`src/core/rtcrs_pkg.sv`:
```
// shared constants and types of the rtc reset and oscillator-stop controller
package rtcrs_pkg;
	// register offsets
	localparam logic [7:0] CTRL_ADDR = 8'h00;
	localparam logic [7:0] RESET_CMD_ADDR = 8'h05;
	localparam logic [7:0] HUNDREDTHS_ADDR = 8'h06;
	localparam logic [7:0] SECONDS_ADDR = 8'h07;
	localparam logic [7:0] TS_FIRST_ADDR = 8'h14;
	localparam logic [7:0] TS_LAST_ADDR = 8'h2F;
	localparam int TS_COUNT = 28;
	// reset command codes and read-back pattern
	localparam logic [7:0] CMD_SOFT_RESET = 8'h2C;
	localparam logic [7:0] CMD_PRESCALER_CLEAR = 8'hA4;
	localparam logic [7:0] CMD_TS_CLEAR = 8'h25;
	localparam logic [7:0] CMD_BOTH_CLEAR = 8'hA5;
	localparam logic [7:0] RESET_CMD_READBACK = 8'h24;
	// control register fields
	localparam int CTRL_HUND_EN_BIT = 0;
	localparam int CTRL_12H_BIT = 1;
	localparam int CTRL_CLOCK_OUTPUT_PIN_OFF_BIT = 2;
	localparam int CTRL_OVRD_EN_BIT = 3;
	localparam int CTRL_TRIM_REFRESH_BIT = 4;
	localparam int CTRL_STOP_BIT = 5;
	localparam int CTRL_BATT_EN_BIT = 6;
	localparam int CTRL_TCOMP_OFF_BIT = 7;
	localparam logic [7:0] CTRL_RESET = 8'h01;
	// seconds register fields and reset values
	localparam int OSF_BIT = 7;
	localparam logic [7:0] HUNDREDTHS_RESET = 8'h00;
	localparam logic [6:0] SECONDS_RESET = 7'h00;
	localparam logic [7:0] BCD_MAX_HUND = 8'h99;
	localparam logic [6:0] BCD_MAX_SEC = 7'h59;
	// timing: one hundredth of a second at the 10 MHz reference
	localparam int CLK_PERIOD_NS = 100;
	localparam int HUNDREDTH_NS = 10000000;
	localparam int HUNDREDTH_CYCLES = HUNDREDTH_NS / CLK_PERIOD_NS;
	// override entry: scl rising edges counted while sda_ce is low
	localparam int OVRD_SCL_EDGES = 2;
	// register request from the bus interface
	typedef struct packed {
		logic wr;
		logic rd;
		logic [7:0] addr;
		logic [7:0] wdata;
	} rtcrs_req_type;
	// supply and oscillator monitor levels
	typedef struct packed {
		logic osc_running;
		logic osc_supply_ok;
		logic vdd_low;
	} rtcrs_mon_type;
	// override sequence detector states
	typedef enum logic [1:0] {
		OV_IDLE = 2'b00,
		OV_ARMED = 2'b01,
		OV_COUNT = 2'b10,
		OV_WAIT_RISE = 2'b11
	} rtcrs_ov_state_type;
endpackage

```
`src/core/rtcrs_override_detect.sv`:
```
// detector for the reset-override pin sequence on sda_ce and scl
`timescale 1ns/100ps
module rtcrs_override_detect import rtcrs_pkg::*; (
	input wire logic ref_clk,
	input wire logic rstn,
	input wire logic enable,
	input wire logic sda_ce_pin,
	input wire logic scl_pin,
	output logic enter
);
	logic [1:0] sda_sync_reg, sda_sync_next;
	logic [1:0] scl_sync_reg, scl_sync_next;
	logic sda_last_reg, sda_last_next;
	logic scl_last_reg, scl_last_next;
	logic [3:0] edge_cnt_reg, edge_cnt_next;
	logic enter_reg, enter_next;
	rtcrs_ov_state_type state_reg, state_next;
	logic scl_rise;
	logic sda_rise;
	logic sda_fall;

	// pin synchronisers and edge detection on the second stage only
	always_comb begin
		sda_sync_next = {sda_sync_reg[0], sda_ce_pin};
		scl_sync_next = {scl_sync_reg[0], scl_pin};
		sda_last_next = sda_sync_reg[1];
		scl_last_next = scl_sync_reg[1];
		scl_rise = scl_sync_reg[1] & ~scl_last_reg;
		sda_rise = sda_sync_reg[1] & ~sda_last_reg;
		sda_fall = ~sda_sync_reg[1] & sda_last_reg;
	end

	// sequence: sda_ce falls, scl toggles, sda_ce rises again
	always_comb begin
		state_next = state_reg;
		edge_cnt_next = edge_cnt_reg;
		enter_next = 1'b0;
		unique case (state_reg)
			OV_IDLE: begin
				edge_cnt_next = 4'h0;
				if (enable) begin
					state_next = OV_ARMED;
				end
			end
			OV_ARMED: begin
				if (sda_fall) begin
					state_next = OV_COUNT;
				end
			end
			OV_COUNT: begin
				// saturate so a long scl burst cannot wrap back below the minimum
				if (scl_rise && edge_cnt_reg != 4'hF) begin
					edge_cnt_next = edge_cnt_reg + 4'h1;
				end
				if (sda_rise) begin
					state_next = (int'(edge_cnt_reg) >= OVRD_SCL_EDGES) ? OV_WAIT_RISE : OV_ARMED;
					edge_cnt_next = 4'h0;
				end
			end
			OV_WAIT_RISE: begin
				enter_next = 1'b1;
				state_next = OV_IDLE;
			end
		endcase
		if (!enable) begin
			state_next = OV_IDLE;
			enter_next = 1'b0;
		end
	end

	// registers
	always_ff @(posedge ref_clk) begin
		if (!rstn) begin
			sda_sync_reg <= 2'h3;
			scl_sync_reg <= 2'h3;
			sda_last_reg <= 1'b1;
			scl_last_reg <= 1'b1;
			edge_cnt_reg <= 4'h0;
			enter_reg <= 1'b0;
			state_reg <= OV_IDLE;
		end else begin
			sda_sync_reg <= sda_sync_next;
			scl_sync_reg <= scl_sync_next;
			sda_last_reg <= sda_last_next;
			scl_last_reg <= scl_last_next;
			edge_cnt_reg <= edge_cnt_next;
			enter_reg <= enter_next;
			state_reg <= state_next;
		end
	end

	assign enter = enter_reg;
endmodule

```
`src/core/rtcrs_top.sv`:
```
// rtc reset control: oscillator-stop flag, power-on reset, override, reset commands, hundredths
`timescale 1ns/100ps
module rtcrs_top import rtcrs_pkg::*; #(
	parameter int TICK_CYCLES = HUNDREDTH_CYCLES
) (
	input wire logic ref_clk,
	input wire logic rstn,
	input wire rtcrs_req_type req,
	input wire rtcrs_mon_type mon_pins,
	input wire logic sda_ce_pin,
	input wire logic scl_pin,
	output logic [7:0] rdata,
	output logic internal_reset,
	output logic reset_override_mode,
	output logic defaults_load,
	output logic prescaler_clear_cmd,
	output logic timestamp_clear,
	output logic minute_carry,
	output logic clock_output_pin_en,
	output logic twelve_hour_mode,
	output logic battery_switch_en,
	output logic temp_comp_en
);
	logic [1:0] mon_s1_reg, mon_s1_next;
	logic [1:0] mon_s2_reg, mon_s2_next;
	logic [1:0] vlow_sync_reg, vlow_sync_next;
	logic fault_reg, fault_next;
	logic osc_stop_flag_reg, osc_stop_flag_next;
	logic ovrd_mode_reg, ovrd_mode_next;
	logic por_reg, por_next;
	logic [7:0] ctrl_reg, ctrl_next;
	logic [7:0] hund_reg, hund_next;
	logic [6:0] sec_reg, sec_next;
	logic [16:0] presc_reg, presc_next;
	logic [7:0] rdata_reg, rdata_next;
	logic dload_reg, dload_next;
	logic cpr_reg, cpr_next;
	logic cts_reg, cts_next;
	logic mcarry_reg, mcarry_next;
	logic clock_output_pin_en_reg, clock_output_pin_en_next;
	logic tcomp_en_reg, tcomp_en_next;
	logic [7:0] ts_reg [TS_COUNT];
	logic ovrd_enter;
	logic supply_bad;
	logic cmd_wr;
	logic do_soft;
	logic do_cpr;
	logic do_cts;
	logic tick;
	logic run;

	rtcrs_override_detect u_ovrd (
		.ref_clk(ref_clk),
		.rstn(rstn),
		.enable(ctrl_reg[CTRL_OVRD_EN_BIT]),
		.sda_ce_pin(sda_ce_pin),
		.scl_pin(scl_pin),
		.enter(ovrd_enter)
	);

	// monitor synchronisers; the first stage feeds only the second
	always_comb begin
		mon_s1_next = {mon_pins.osc_running, mon_pins.osc_supply_ok};
		mon_s2_next = mon_s1_reg;
		vlow_sync_next = {vlow_sync_reg[0], mon_pins.vdd_low};
	end

	assign supply_bad = ~mon_s2_reg[0] | vlow_sync_reg[1];

	// reset command decode; unknown values do nothing
	always_comb begin
		cmd_wr = req.wr && (req.addr == RESET_CMD_ADDR);
		do_soft = cmd_wr && (req.wdata == CMD_SOFT_RESET);
		do_cpr = do_soft || (cmd_wr && (req.wdata == CMD_PRESCALER_CLEAR || req.wdata == CMD_BOTH_CLEAR));
		do_cts = do_soft || (cmd_wr && (req.wdata == CMD_TS_CLEAR || req.wdata == CMD_BOTH_CLEAR));
	end

	// power-on reset, flag and override mode
	always_comb begin
		fault_next = supply_bad;
		por_next = supply_bad | ~mon_s2_reg[1];
		ovrd_mode_next = ovrd_mode_reg;
		if (ovrd_enter) begin
			ovrd_mode_next = 1'b1;
		end
		if (!ctrl_reg[CTRL_OVRD_EN_BIT]) begin
			ovrd_mode_next = 1'b0;
		end
		if (ovrd_mode_next) begin
			por_next = 1'b0;
		end
		osc_stop_flag_next = osc_stop_flag_reg;
		if (req.wr && req.addr == SECONDS_ADDR && !req.wdata[OSF_BIT]) begin
			osc_stop_flag_next = 1'b0;
		end
		// fault sets flag, wins over clear
		// any internal reset sets it too
		if (supply_bad || fault_reg || por_reg) begin
			osc_stop_flag_next = 1'b1;
		end
	end

	// control register with defaults on power-on and soft reset
	always_comb begin
		ctrl_next = ctrl_reg;
		if (req.wr && req.addr == CTRL_ADDR) begin
			ctrl_next = req.wdata;
		end
		// power-on defaults, override enable still writable
		if (por_reg) begin
			ctrl_next = CTRL_RESET;
			ctrl_next[CTRL_OVRD_EN_BIT] = (req.wr && req.addr == CTRL_ADDR) ?
				req.wdata[CTRL_OVRD_EN_BIT] : ctrl_reg[CTRL_OVRD_EN_BIT];
		end
		// soft reset keeps override and trim bits
		if (do_soft) begin
			ctrl_next = CTRL_RESET;
			ctrl_next[CTRL_OVRD_EN_BIT] = ctrl_reg[CTRL_OVRD_EN_BIT];
			ctrl_next[CTRL_TRIM_REFRESH_BIT] = ctrl_reg[CTRL_TRIM_REFRESH_BIT];
		end
	end

	// prescaler, hundredths and seconds counting
	always_comb begin
		run = ~por_reg & ~ctrl_reg[CTRL_STOP_BIT];
		tick = run && (presc_reg == 17'(TICK_CYCLES - 1));
		presc_next = run ? (tick ? 17'h0_0000 : presc_reg + 17'h0_0001) : presc_reg;
		hund_next = hund_reg;
		sec_next = sec_reg;
		mcarry_next = 1'b0;
		if (tick) begin
			if (!ctrl_reg[CTRL_HUND_EN_BIT] || hund_reg == BCD_MAX_HUND) begin
				hund_next = HUNDREDTHS_RESET;
				if (sec_reg == BCD_MAX_SEC) begin
					sec_next = SECONDS_RESET;
					mcarry_next = 1'b1;
				end else if (sec_reg[3:0] == 4'h9) begin
					sec_next = {sec_reg[6:4] + 3'h1, 4'h0};
				end else begin
					sec_next = sec_reg + 7'h01;
				end
			end else if (hund_reg[3:0] == 4'h9) begin
				hund_next = {hund_reg[7:4] + 4'h1, 4'h0};
			end else begin
				hund_next = hund_reg + 8'h01;
			end
		end
		if (req.wr && req.addr == HUNDREDTHS_ADDR) begin
			hund_next = req.wdata;
		end
		if (req.wr && req.addr == SECONDS_ADDR) begin
			sec_next = req.wdata[6:0];
		end
		if (do_cpr) begin
			presc_next = 17'h0_0000;
		end
		// time zero on power-on and soft reset
		if (por_reg || do_soft) begin
			hund_next = HUNDREDTHS_RESET;
			sec_next = SECONDS_RESET;
			presc_next = 17'h0_0000;
		end
	end

	// read data and one-cycle command pulses
	always_comb begin
		rdata_next = rdata_reg;
		if (req.rd) begin
			rdata_next = 8'h00;
			if (req.addr == CTRL_ADDR) begin
				rdata_next = ctrl_reg;
			end
			if (req.addr == RESET_CMD_ADDR) begin
				rdata_next = RESET_CMD_READBACK;
			end
			if (req.addr == HUNDREDTHS_ADDR) begin
				rdata_next = hund_reg;
			end
			if (req.addr == SECONDS_ADDR) begin
				rdata_next = {osc_stop_flag_reg, sec_reg};
			end
			if (req.addr >= TS_FIRST_ADDR && req.addr <= TS_LAST_ADDR) begin
				rdata_next = ts_reg[5'(req.addr - TS_FIRST_ADDR)];
			end
		end
		dload_next = do_soft | (por_reg & ~por_next);
		cpr_next = do_cpr;
		cts_next = do_cts;
		// active-high enables kept in their own flops so the pins need no inverter
		clock_output_pin_en_next = ~ctrl_next[CTRL_CLOCK_OUTPUT_PIN_OFF_BIT];
		tcomp_en_next = ~ctrl_next[CTRL_TCOMP_OFF_BIT];
	end

	// timestamp storage, one entry per address
	genvar i;
	generate
		for (i = 0; i < TS_COUNT; i++) begin : g_ts
			logic [7:0] ts_next;
			always_comb begin
				ts_next = ts_reg[i];
				if (req.wr && req.addr == TS_FIRST_ADDR + 8'(i)) begin
					ts_next = req.wdata;
				end
				if (do_cts) begin
					ts_next = 8'h00;
				end
			end
			always_ff @(posedge ref_clk) begin
				if (!rstn) begin
					ts_reg[i] <= 8'h00;
				end else begin
					ts_reg[i] <= ts_next;
				end
			end
		end
	endgenerate

	// state registers
	always_ff @(posedge ref_clk) begin
		if (!rstn) begin
			mon_s1_reg <= 2'h0;
			mon_s2_reg <= 2'h0;
			vlow_sync_reg <= 2'h0;
			fault_reg <= 1'b0;
			osc_stop_flag_reg <= 1'b1;
			ovrd_mode_reg <= 1'b0;
			por_reg <= 1'b1;
			ctrl_reg <= CTRL_RESET;
			hund_reg <= HUNDREDTHS_RESET;
			sec_reg <= SECONDS_RESET;
			presc_reg <= 17'h0_0000;
			rdata_reg <= 8'h00;
			dload_reg <= 1'b0;
			cpr_reg <= 1'b0;
			cts_reg <= 1'b0;
			mcarry_reg <= 1'b0;
			clock_output_pin_en_reg <= ~CTRL_RESET[CTRL_CLOCK_OUTPUT_PIN_OFF_BIT];
			tcomp_en_reg <= ~CTRL_RESET[CTRL_TCOMP_OFF_BIT];
		end else begin
			mon_s1_reg <= mon_s1_next;
			mon_s2_reg <= mon_s2_next;
			vlow_sync_reg <= vlow_sync_next;
			fault_reg <= fault_next;
			osc_stop_flag_reg <= osc_stop_flag_next;
			ovrd_mode_reg <= ovrd_mode_next;
			por_reg <= por_next;
			ctrl_reg <= ctrl_next;
			hund_reg <= hund_next;
			sec_reg <= sec_next;
			presc_reg <= presc_next;
			rdata_reg <= rdata_next;
			dload_reg <= dload_next;
			cpr_reg <= cpr_next;
			cts_reg <= cts_next;
			mcarry_reg <= mcarry_next;
			clock_output_pin_en_reg <= clock_output_pin_en_next;
			tcomp_en_reg <= tcomp_en_next;
		end
	end

	// outputs straight from flip-flops
	assign rdata = rdata_reg;
	assign internal_reset = por_reg;
	assign reset_override_mode = ovrd_mode_reg;
	assign defaults_load = dload_reg;
	assign prescaler_clear_cmd = cpr_reg;
	assign timestamp_clear = cts_reg;
	assign minute_carry = mcarry_reg;
	assign clock_output_pin_en = clock_output_pin_en_reg;
	assign twelve_hour_mode = ctrl_reg[CTRL_12H_BIT];
	assign battery_switch_en = ctrl_reg[CTRL_BATT_EN_BIT];
	assign temp_comp_en = tcomp_en_reg;
endmodule

```
`config.mk`:
```
export PLATFORM = sky130hd
export DESIGN_NAME = rtcrs_top
export DESIGN_NICKNAME = d
export VERILOG_FILES = /design/src/core/rtcrs_pkg.sv /design/src/core/rtcrs_override_detect.sv /design/src/core/rtcrs_top.sv
export SDC_FILE = /design/constraint.sdc
export NUM_CORES = 1
export LEC_CHECK = 0
export ABC_CLOCK_PERIOD_IN_PS = 5100
export BUFFER_PORTS_ARGS = -buffer_cell sky130_fd_sc_hd__buf_2
export CAP_MARGIN = 40
export CORE_MARGIN = 2
export CORE_UTILIZATION = 42
export CTS_CLUSTER_DIAMETER = 50
export CTS_CLUSTER_SIZE = 14
export DETAILED_ROUTE_END_ITERATION = 10
export PLACE_DENSITY = 0.59
export SETUP_SLACK_MARGIN = 0.2
export SYNTH_ARGS = -nofsm -noshare
export SYNTH_HDL_FRONTEND = slang
export SYNTH_SLANG_ARGS = --single-unit
```
`constraint.sdc`:
```
create_clock -name ref_clk -period 5.1 [get_ports ref_clk]
set_input_delay 1.02 -clock ref_clk [delete_from_list [all_inputs] [get_ports ref_clk]]
set_output_delay 1.02 -clock ref_clk [all_outputs]
set_load 0.05 [all_outputs]
```
==> results of run 1 <==
[cells by family (layout without fill, tap and decap cells)]
logic type | after synthesis | in the layout | share of synthesized area (%)
compound gates | 184 | 184 | 8.82
xor+xnor | 20 | 20 | 1.22
fa+ha+maj | 16 | 16 | 1.39
buf+inv | 103 | 155 | 3.45
flops | 301 | 301 | 57.6
mux | 72 | 72 | 9.77
simple gates | 524 | 524 | 17.8
[worst max-delay path: cells and delay by family]
family,cells,cell delay (ps)
AND/OR/NAND/NOR,3,810
buffers and inverters,4,1040
AO/OA/AOI/OAI,1,130
adder cells (fa/ha/maj),1,220
[cell usage after synthesis, types with 5 or more instances]
| cell | n |
|---|---|
| sky130_fd_sc_hd__nand3b_1 | 7 |
| sky130_fd_sc_hd__o21ai_1 | 14 |
| sky130_fd_sc_hd__nand4_1 | 9 |
| sky130_fd_sc_hd__edfxtp_1 | 224 |
| sky130_fd_sc_hd__mux4_2 | 54 |
| sky130_fd_sc_hd__dfxtp_1 | 77 |
| sky130_fd_sc_hd__clkbuf_1 | 43 |
| sky130_fd_sc_hd__mux2_2 | 5 |
| sky130_fd_sc_hd__xnor2_1 | 12 |
| sky130_fd_sc_hd__inv_1 | 22 |
| sky130_fd_sc_hd__nand3_1 | 34 |
| sky130_fd_sc_hd__nand2b_1 | 18 |
| sky130_fd_sc_hd__xor2_1 | 8 |
| sky130_fd_sc_hd__a31oi_1 | 7 |
| sky130_fd_sc_hd__nor3_1 | 8 |
| sky130_fd_sc_hd__a21bo_2 | 10 |
| sky130_fd_sc_hd__and3_1 | 10 |
| sky130_fd_sc_hd__and2_1 | 30 |
| sky130_fd_sc_hd__ha_1 | 16 |
| sky130_fd_sc_hd__mux2i_1 | 13 |
| sky130_fd_sc_hd__o211ai_1 | 9 |
| sky130_fd_sc_hd__buf_2 | 15 |
| sky130_fd_sc_hd__nand2_4 | 5 |
| sky130_fd_sc_hd__buf_4 | 12 |
| sky130_fd_sc_hd__nor2_1 | 267 |
| sky130_fd_sc_hd__a22oi_1 | 9 |
| sky130_fd_sc_hd__buf_6 | 6 |
| sky130_fd_sc_hd__a211oi_1 | 14 |
| sky130_fd_sc_hd__a21oi_1 | 35 |
| sky130_fd_sc_hd__nand2_1 | 55 |
| sky130_fd_sc_hd__a21boi_4 | 5 |
| sky130_fd_sc_hd__o21ai_0 | 43 |
| sky130_fd_sc_hd__nor2b_1 | 45 |
[power by group through the flow]
stage / Clock, mW / Combinational [mW] / Sequential [mW]
after floorplan: 0 / 0.260 / 2.81
after global placement: 0 / 0.400 / 2.82
after detailed placement: 0 / 0.414 / 2.82
after CTS: 2.61 / 0.415 / 2.77
after global routing: 2.71 / 0.441 / 2.78
final: 2.58 / 0.415 / 2.77
[layer usage]
metal  share of wire (%)  track usage, %  vias to the layer above
met5                   0               0                        -
met3                 7.5            3.41                       59
met1                  43            31.1                     4878
li1                    -               -                     4503
met4                 2.7            6.61                        0
met2                  47            35.7                      422
[layout make-up]
| cell class | count | area [µm²] |
|---|---|---|
| inverter | 23 | 86.3 |
| clock inverter | 18 | 213 |
| sequential | 301 | 8270 |
| fill | 2989 | 17400 |
| multi-input combinational | 816 | 5600 |
| tap | 448 | 561 |
| timing repair buffer | 71 | 483 |
| clock buffer | 43 | 980 |
[per-stage QoR]
step	instances	utilization [%]	worst slack [ps]	total power, mW
floorplan	1220	-	1770	3.07
CTS	1720	48.2	2120	5.80
detailed placement	1659	44.6	1580	3.23
global route	1720	48.2	1940	5.93
finish	1720	48.2	2080	5.76
global placement	1653	44.4	998	3.22
[path summary, 6_finish.rpt]
kind | to | slack, ps | depth (start not counted)
setup / recovery | ts_reg[26][2]$_SDFFCE_PN0P_ | 2080 | 9
hold / removal | u_ovrd.scl_sync_reg[1]$_SDFF_PN1_ | 420 | 1
setup reg to reg | sec_reg[3]$_SDFFE_PP0P_ | 2780 | 6
hold reg to reg | u_ovrd.scl_sync_reg[1]$_SDFF_PN1_ | 420 | 1
[placed cells by master, fill, tap and decap left out, types with 16 or more instances in the layout]
cell and count:
sky130_fd_sc_hd__ha_1 16, sky130_fd_sc_hd__buf_4 23, sky130_fd_sc_hd__mux4_2 54, sky130_fd_sc_hd__o21ai_0 43
sky130_fd_sc_hd__nor2_1 267, sky130_fd_sc_hd__dfxtp_1 77, sky130_fd_sc_hd__a21oi_1 35, sky130_fd_sc_hd__and2_1 30
sky130_fd_sc_hd__clkbuf_16 38, sky130_fd_sc_hd__edfxtp_1 224, sky130_fd_sc_hd__nand2b_1 18, sky130_fd_sc_hd__nand2_1 55
sky130_fd_sc_hd__nor2b_1 45, sky130_fd_sc_hd__inv_1 22, sky130_fd_sc_hd__nand3_1 34, sky130_fd_sc_hd__buf_2 44
==> impl_summary.md, run 1 <==
STA
After routing, the total negative slack on setup checks comes to 0 ps. Based on the critical path, the design can be clocked at up to ~0.33 GHz. The number of hold violations in the final report came to 0. The final-report setup violation count is 0. The worst slew margin relative to its limit is around half. The final count of pins violating max slew is 0. The final worst-path cycle share is 59.2%. The final clock skew is 15.0 ps.

Across all hold checks on the routed design, the worst slack comes to 417 ps. For the pin with the worst max-slew slack, the measured transition is between 700 and 800 ps. Setup repair after global routing left no endpoint under its margin. The shortest period the worst path allows is 3020 ps.

Clock tree
The total clock buffers created by CTS is 35. The number of setup buffers added after CTS is 0. The CTS tree is done. The number of sinks handled by clock tree synthesis is 301.

The master cell of the clock root buffer is sky130_fd_sc_hd__clkbuf_16. The clock tree buffer depth is 3. After clock tree synthesis, the clock-pin slew on the worst setup and hold paths is roughly 70 ps. The clock latency reported for the late side of the worst-skew pair is 530 ps.

After clock tree synthesis, the repair step resized 0 gates. CTS built an H-tree with a depth of 2. The quantity of hold-fixing buffers added after cts is 0.

Finish
The number of diodes is 0. The ratio of cells with drive above 1 in the final layout is approximately 17%. The area growth from synthesis to layout is 12.7%.

The register with the most flip-flops in the layout has between 200 and 250 of them. In the final design database the tool counted ~1300 nets. The final cell area excluding filler cells is ~0.016 mm².

Setup path
STA puts the critical path data required time at approximately 5300 ps. Walking the worst path, the cells encountered are buf_2, ha_1, buf_4, and4_1, nand3b_1, and2_1, buf_8, o21ai_0, buf_2. The kind of critical path is primary input to flip-flop. The cell at the slowest stage of the critical path is sky130_fd_sc_hd__and2_1.

STA puts the critical path data arrival time at between 3000 and 4000 ps. In this design, the critical path's most frequently occurring cell is sky130_fd_sc_hd__buf_2. The largest single stage delay on the critical path is roughly 400 ps. The sort of element at the end of the critical path is a flip-flop. STA classifies the critical path startpoint as a primary input.

The highest net fanout along the worst path is 18. The start point of the critical path is req[10]. The startpoint of the lowest-slack register-to-register path is hund_reg[0]$_SDFFE_PP0P_.

Detailed routing
The first routing iteration left a little under 1000 violations. The via count normalized by instance count is around 5.7. The first TritonRoute pass finished after 5 iterations. The routed layout has around 10000 vias. After detailed routing, the number of remaining DRC violations is 0. In the final routed layout, each cell accounts on average for between 20 and 25 µm.

Summed over all layers, the routed wires come to around 39000 µm. The post-route antenna net violation count is 0.

Yosys
After synthesis, the largest area contributor takes up 46.8% of total cell area. The synthesized netlist contains 76 unique library cells. Counting every instance in the synthesized netlist gives between 1000 and 1500. The net count after synthesis is between 1000 and 1500. The synthesis-stage register bit count is between 300 and 400.

Sorting the synthesized cells by area gives the leading types as sky130_fd_sc_hd__edfxtp_1 (47%), sky130_fd_sc_hd__dfxtp_1 (11%), sky130_fd_sc_hd__mux4_2 (8.5%). Among all flip-flop cells after synthesis, the most frequent one is sky130_fd_sc_hd__edfxtp_1. The async set-or-reset flop fraction in the synthesized netlist is 0%. The largest total area in the synthesized netlist belongs to sky130_fd_sc_hd__edfxtp_1.

The number of warnings printed during yosys synthesis is 0. The share of the yosys chip area belonging to registers is 57.6%. The cell area that synthesis handed to floorplanning was ~0.014 mm². The synthesized design contains 224 enable-type register cells. A synthesized cell averages 11.8 µm².

Power and ir drop
The share of total power dissipated in combinational logic is between 7 and 8%. The leakage power summed over all cells is 5.62 nW. In this run the power density over the cells is about 360 mW/mm². In this run, the clock network consumes around 45% of the power. The internal power consumption is around 4.4 mW.

VDD sags by at most between 0.2 and 0.25 mV. The net switching component of the power is roughly 1.4 mW. Of the total power, the share spent switching nets is between 20% and 30%. Registers are responsible for 48.1% of the overall power.

Placement
The HPWL after detailed placement is roughly 27000 µm. In this run the cell area measured after placement is 0.0150 mm². The number of buffer cells added on primary ports is 42. The global placement routability congestion is 0.887.

Global routing
The number of antenna violations at the first check in global routing was 0. The total global-route track usage is between 20% and 30%. The largest net degree at the start of global routing is between 70 and 80.

The via count of the first global-routing pass came to 9553. The first global-routing pass estimated about 60000 µm of wire. Global routing finished with a remaining overflow of 0.

Die
During I/O placement, the number of pins put on the boundary was 43. The die extent in x is 189 µm. The standard cell core area is about 0.034 mm².

Once the floorplan was initialized, standard cells occupied between 40% and 50% of the core. The initialized floorplan defines 67 standard-cell rows. The die is 189 µm tall. The die area is 0.0357 mm².

Hold path
The kind of path behind the tightest hold check is flip-flop to flip-flop. The start point of the worst hold path is u_ovrd.scl_sync_reg[0]$_SDFF_PN1_.

Status
The flow ran to the end, and the final reports show no timing, DRC or antenna violations.

Job
The tool flagged a number of max-cap violations equal to 0.
No activity file was read; power rests on OpenSTA's default activity.
==> run 2: changes to the inputs <==
Settings changed: ABC_CLOCK_PERIOD_IN_PS 5100 to 2500, PLACE_DENSITY 0.59 to 0.61.
Clock period 5.1 ns to 2.5 ns, I/O delays scaled along.
==> impl_summary.md, run 2 (synthesized netlist as in run 1, its figures left out) <==
Detailed routing
The count of nets left with antenna violations once routing finished came out at 0. The number of vias after detailed routing is a little over 10000. The routed design has between 30000 and 40000 µm of wire.

After detailed routing, the number of vias per cell comes to around 5.6. The number of DRC violations after detailed-routing iteration 0 is between 900 and 1000. After detailed routing, the average wire length per cell comes to between 20 and 25 µm. The remaining routing DRC violations is 0. The number of iterations in the first detailed-routing pass is 6.

Power and ir drop
The share of total power in the clock network is approximately 44%. Total power for the finished layout comes to 11.7 mW. Of the total power, the share spent switching nets is between 20% and 30%. In this run the power spent charging and discharging nets is ~2.8 mW. The sequential share of power is ~48%.

The total power per unit cell area is just under 700 mW/mm². The internal portion of the total power is between 8 and 9 mW. The part of the power in combinational logic is 8.6%. In this run the static leakage power is just over 6 nW.

The peak supply drop is about 0.45 mV.

Die
In this run the count of I/O pins placed on the die edge is between 40 and 50. The standard cell core area is 0.0336 mm². In this run the core area contains 67 standard-cell rows. The starting utilization of the core area is 42.7%. The die covers 0.0357 mm². The overall die height is about 190 µm.

In this run the horizontal extent of the chip is about 190 µm.

Finish
The most common cell after layout, fill and taps aside is sky130_fd_sc_hd__nor2_1. The area growth from synthesis to layout is 19.7%. The ratio of cells with drive above 1 in the final layout is ~25%. The library cells used most frequently in the layout, excluding fill and tap cells, are sky130_fd_sc_hd__nor2_1 (267), sky130_fd_sc_hd__edfxtp_1 (224), sky130_fd_sc_hd__buf_4 (99). For this run, the post-layout net count is between 1000 and 1500. The filler cells instantiated in the layout total 2927.

The register with the most flip-flops in the layout has approximately 220 of them. At the end of the flow the core is filled with cells to 51.1%. The finished layout holds roughly 1800 standard cells, fillers aside. The number of diodes is 0. Summing all non-filler instances in the final layout gives an area of 0.0172 mm².

Clock tree
TritonCTS built the clock tree. At the later pin of the worst-skew pair, clock insertion delay measures 520 ps. The quantity of hold-fixing buffers added after cts is 0. Clock tree synthesis found a total of 301 sinks. The master cell of the clock root buffer is sky130_fd_sc_hd__clkbuf_16.

Clock-pin slew was measured on the worst setup and hold paths at around 60 ps. After clock tree synthesis, the repair step resized 0 gates. Post-CTS timing repair inserted 0 buffers for setup. The longest clock path from root to sink contains 3 buffers. The total clock buffers created by CTS is 35. The H-tree was split into 2 levels.

Placement
The HPWL after detailed placement is 27500 µm. The number of buffer cells added on primary ports is 42. The placed instances occupy a cell area of about 0.016 mm². The global placement routability congestion is just under 0.9. The total instance count after detailed placement is about 1700.

Setup path
The type of origin of the critical path is a primary input. The worst setup path is of the primary input to flip-flop kind. The delay of the slowest cell on the worst path is 510 ps. Traced cell by cell, the critical path runs through buf_2, inv_1, ha_4, mux4_2, mux4_2, or2_0, a21oi_1, nor3_1. In this run the worst path has a maximum fanout of 18. The worst register-to-register path ends at sec_reg[5]$_SDFFE_PP0P_. Counting stages on the worst path, the most repeated cell is sky130_fd_sc_hd__mux4_2. The reg2reg setup slack is ~380 ps.

The kind of cell adding the most delay to the critical path is multiplexers. The buffers plus inverters on the worst setup path is 2. The cell at the slowest stage of the critical path is sky130_fd_sc_hd__mux4_2. In this run the worst setup path terminates at rdata[7]$_SDFFE_PN0P_. STA puts the critical path data required time at approximately 2900 ps.

The arrival time of the worst setup path is roughly 2600 ps. The sort of element at the end of the critical path is a flip-flop. The number of cells on the critical path is 8. The start point of the critical path is req[11]. The worst-case reg-to-reg path depth is 6. The startpoint identified for the worst register-to-register timing path is hund_reg[0]$_SDFFE_PP0P_.

Global routing
The via count of the first global-routing pass is 10093. The largest net degree at the start of global routing is between 50 and 60. The overall overflow remaining after global route is 0. Global routing used ~22% of the available tracks across all layers. The number of antenna violations at the first check in global routing came to 0.

The first-pass GRT wire length is slightly above 60000 µm.

STA
The final count of pins violating max slew is 0. Across the routed clock network, the largest skew measured is a little over 20 ps. Static timing analysis puts the maximum clock frequency at between 0.4 and 0.5 GHz. The final worst-path cycle share is a little under 90%. The worst slew margin relative to its limit is between 30% and 40%. The shortest period the worst path allows is ~2200 ps.

The number of hold violations in the final report came to 0. The transition time of the tightest slew-check pin is about 910 ps. Setup repair after global routing left no endpoint under its margin. The final-report setup violation count is 0.

Hold path
The worst hold path begins at scl_pin. The kind of path behind the tightest hold check is primary input to flip-flop.

Status
The run finished with clean final reports.

Job
The number of max-cap violations is 0.
run 2: metal layers:
metal	vias up	wire (µm)	global-route usage [%]
met2	414	17400	33.8
met5	-	0	0
li1	4669	-	-
met4	0	1420	8.32
met1	4983	17100	31.7
met3	84	2950	4.08
run 2: stage by stage:
step | setup slack, ps | TNS [ps] | hold WS (ps)
global route | 209 | 0 | 171
CTS | 328 | 0 | 161
finish | 333 | 0 | 172
floorplan | 159 | 0 | 386
detailed placement | -171 | -1170 | 392
global placement | -173 | -904 | 405
run 2: worst min-delay path by stage:
stage                                              to  slack, ps  cells after the start
floorplan           u_ovrd.scl_sync_reg[1]$_SDFF_PN1_        390                      1
global placement    u_ovrd.scl_sync_reg[1]$_SDFF_PN1_        400                      1
detailed placement  u_ovrd.scl_sync_reg[1]$_SDFF_PN1_        390                      1
CTS                 u_ovrd.scl_sync_reg[0]$_SDFF_PN1_        160                      2
global route        u_ovrd.scl_sync_reg[0]$_SDFF_PN1_        170                      2
finish              u_ovrd.scl_sync_reg[0]$_SDFF_PN1_        170                      2
run 2: layout make-up:
type                    instances  area [µm²]  share of cell area [%]
flip-flops and latches        301        8270                    48.1
multi-input cells             816        5780                    33.6
repair buffers                159        1330                    7.73
clock buffers                  41         951                    5.53
well taps                     448         561                    3.26
clock inverters                20         208                    1.21
inverters                      23        88.8                   0.517
run 2: power by group through the flow:
stage	Combinational (mW)	Clock [mW]	Sequential (mW)
CTS	1.00	5.18	5.63
finish	1.00	5.11	5.63
global placement	0.990	0	5.73
global route	1.06	5.38	5.64
detailed placement	0.996	0	5.73
floorplan	0.568	0	5.72
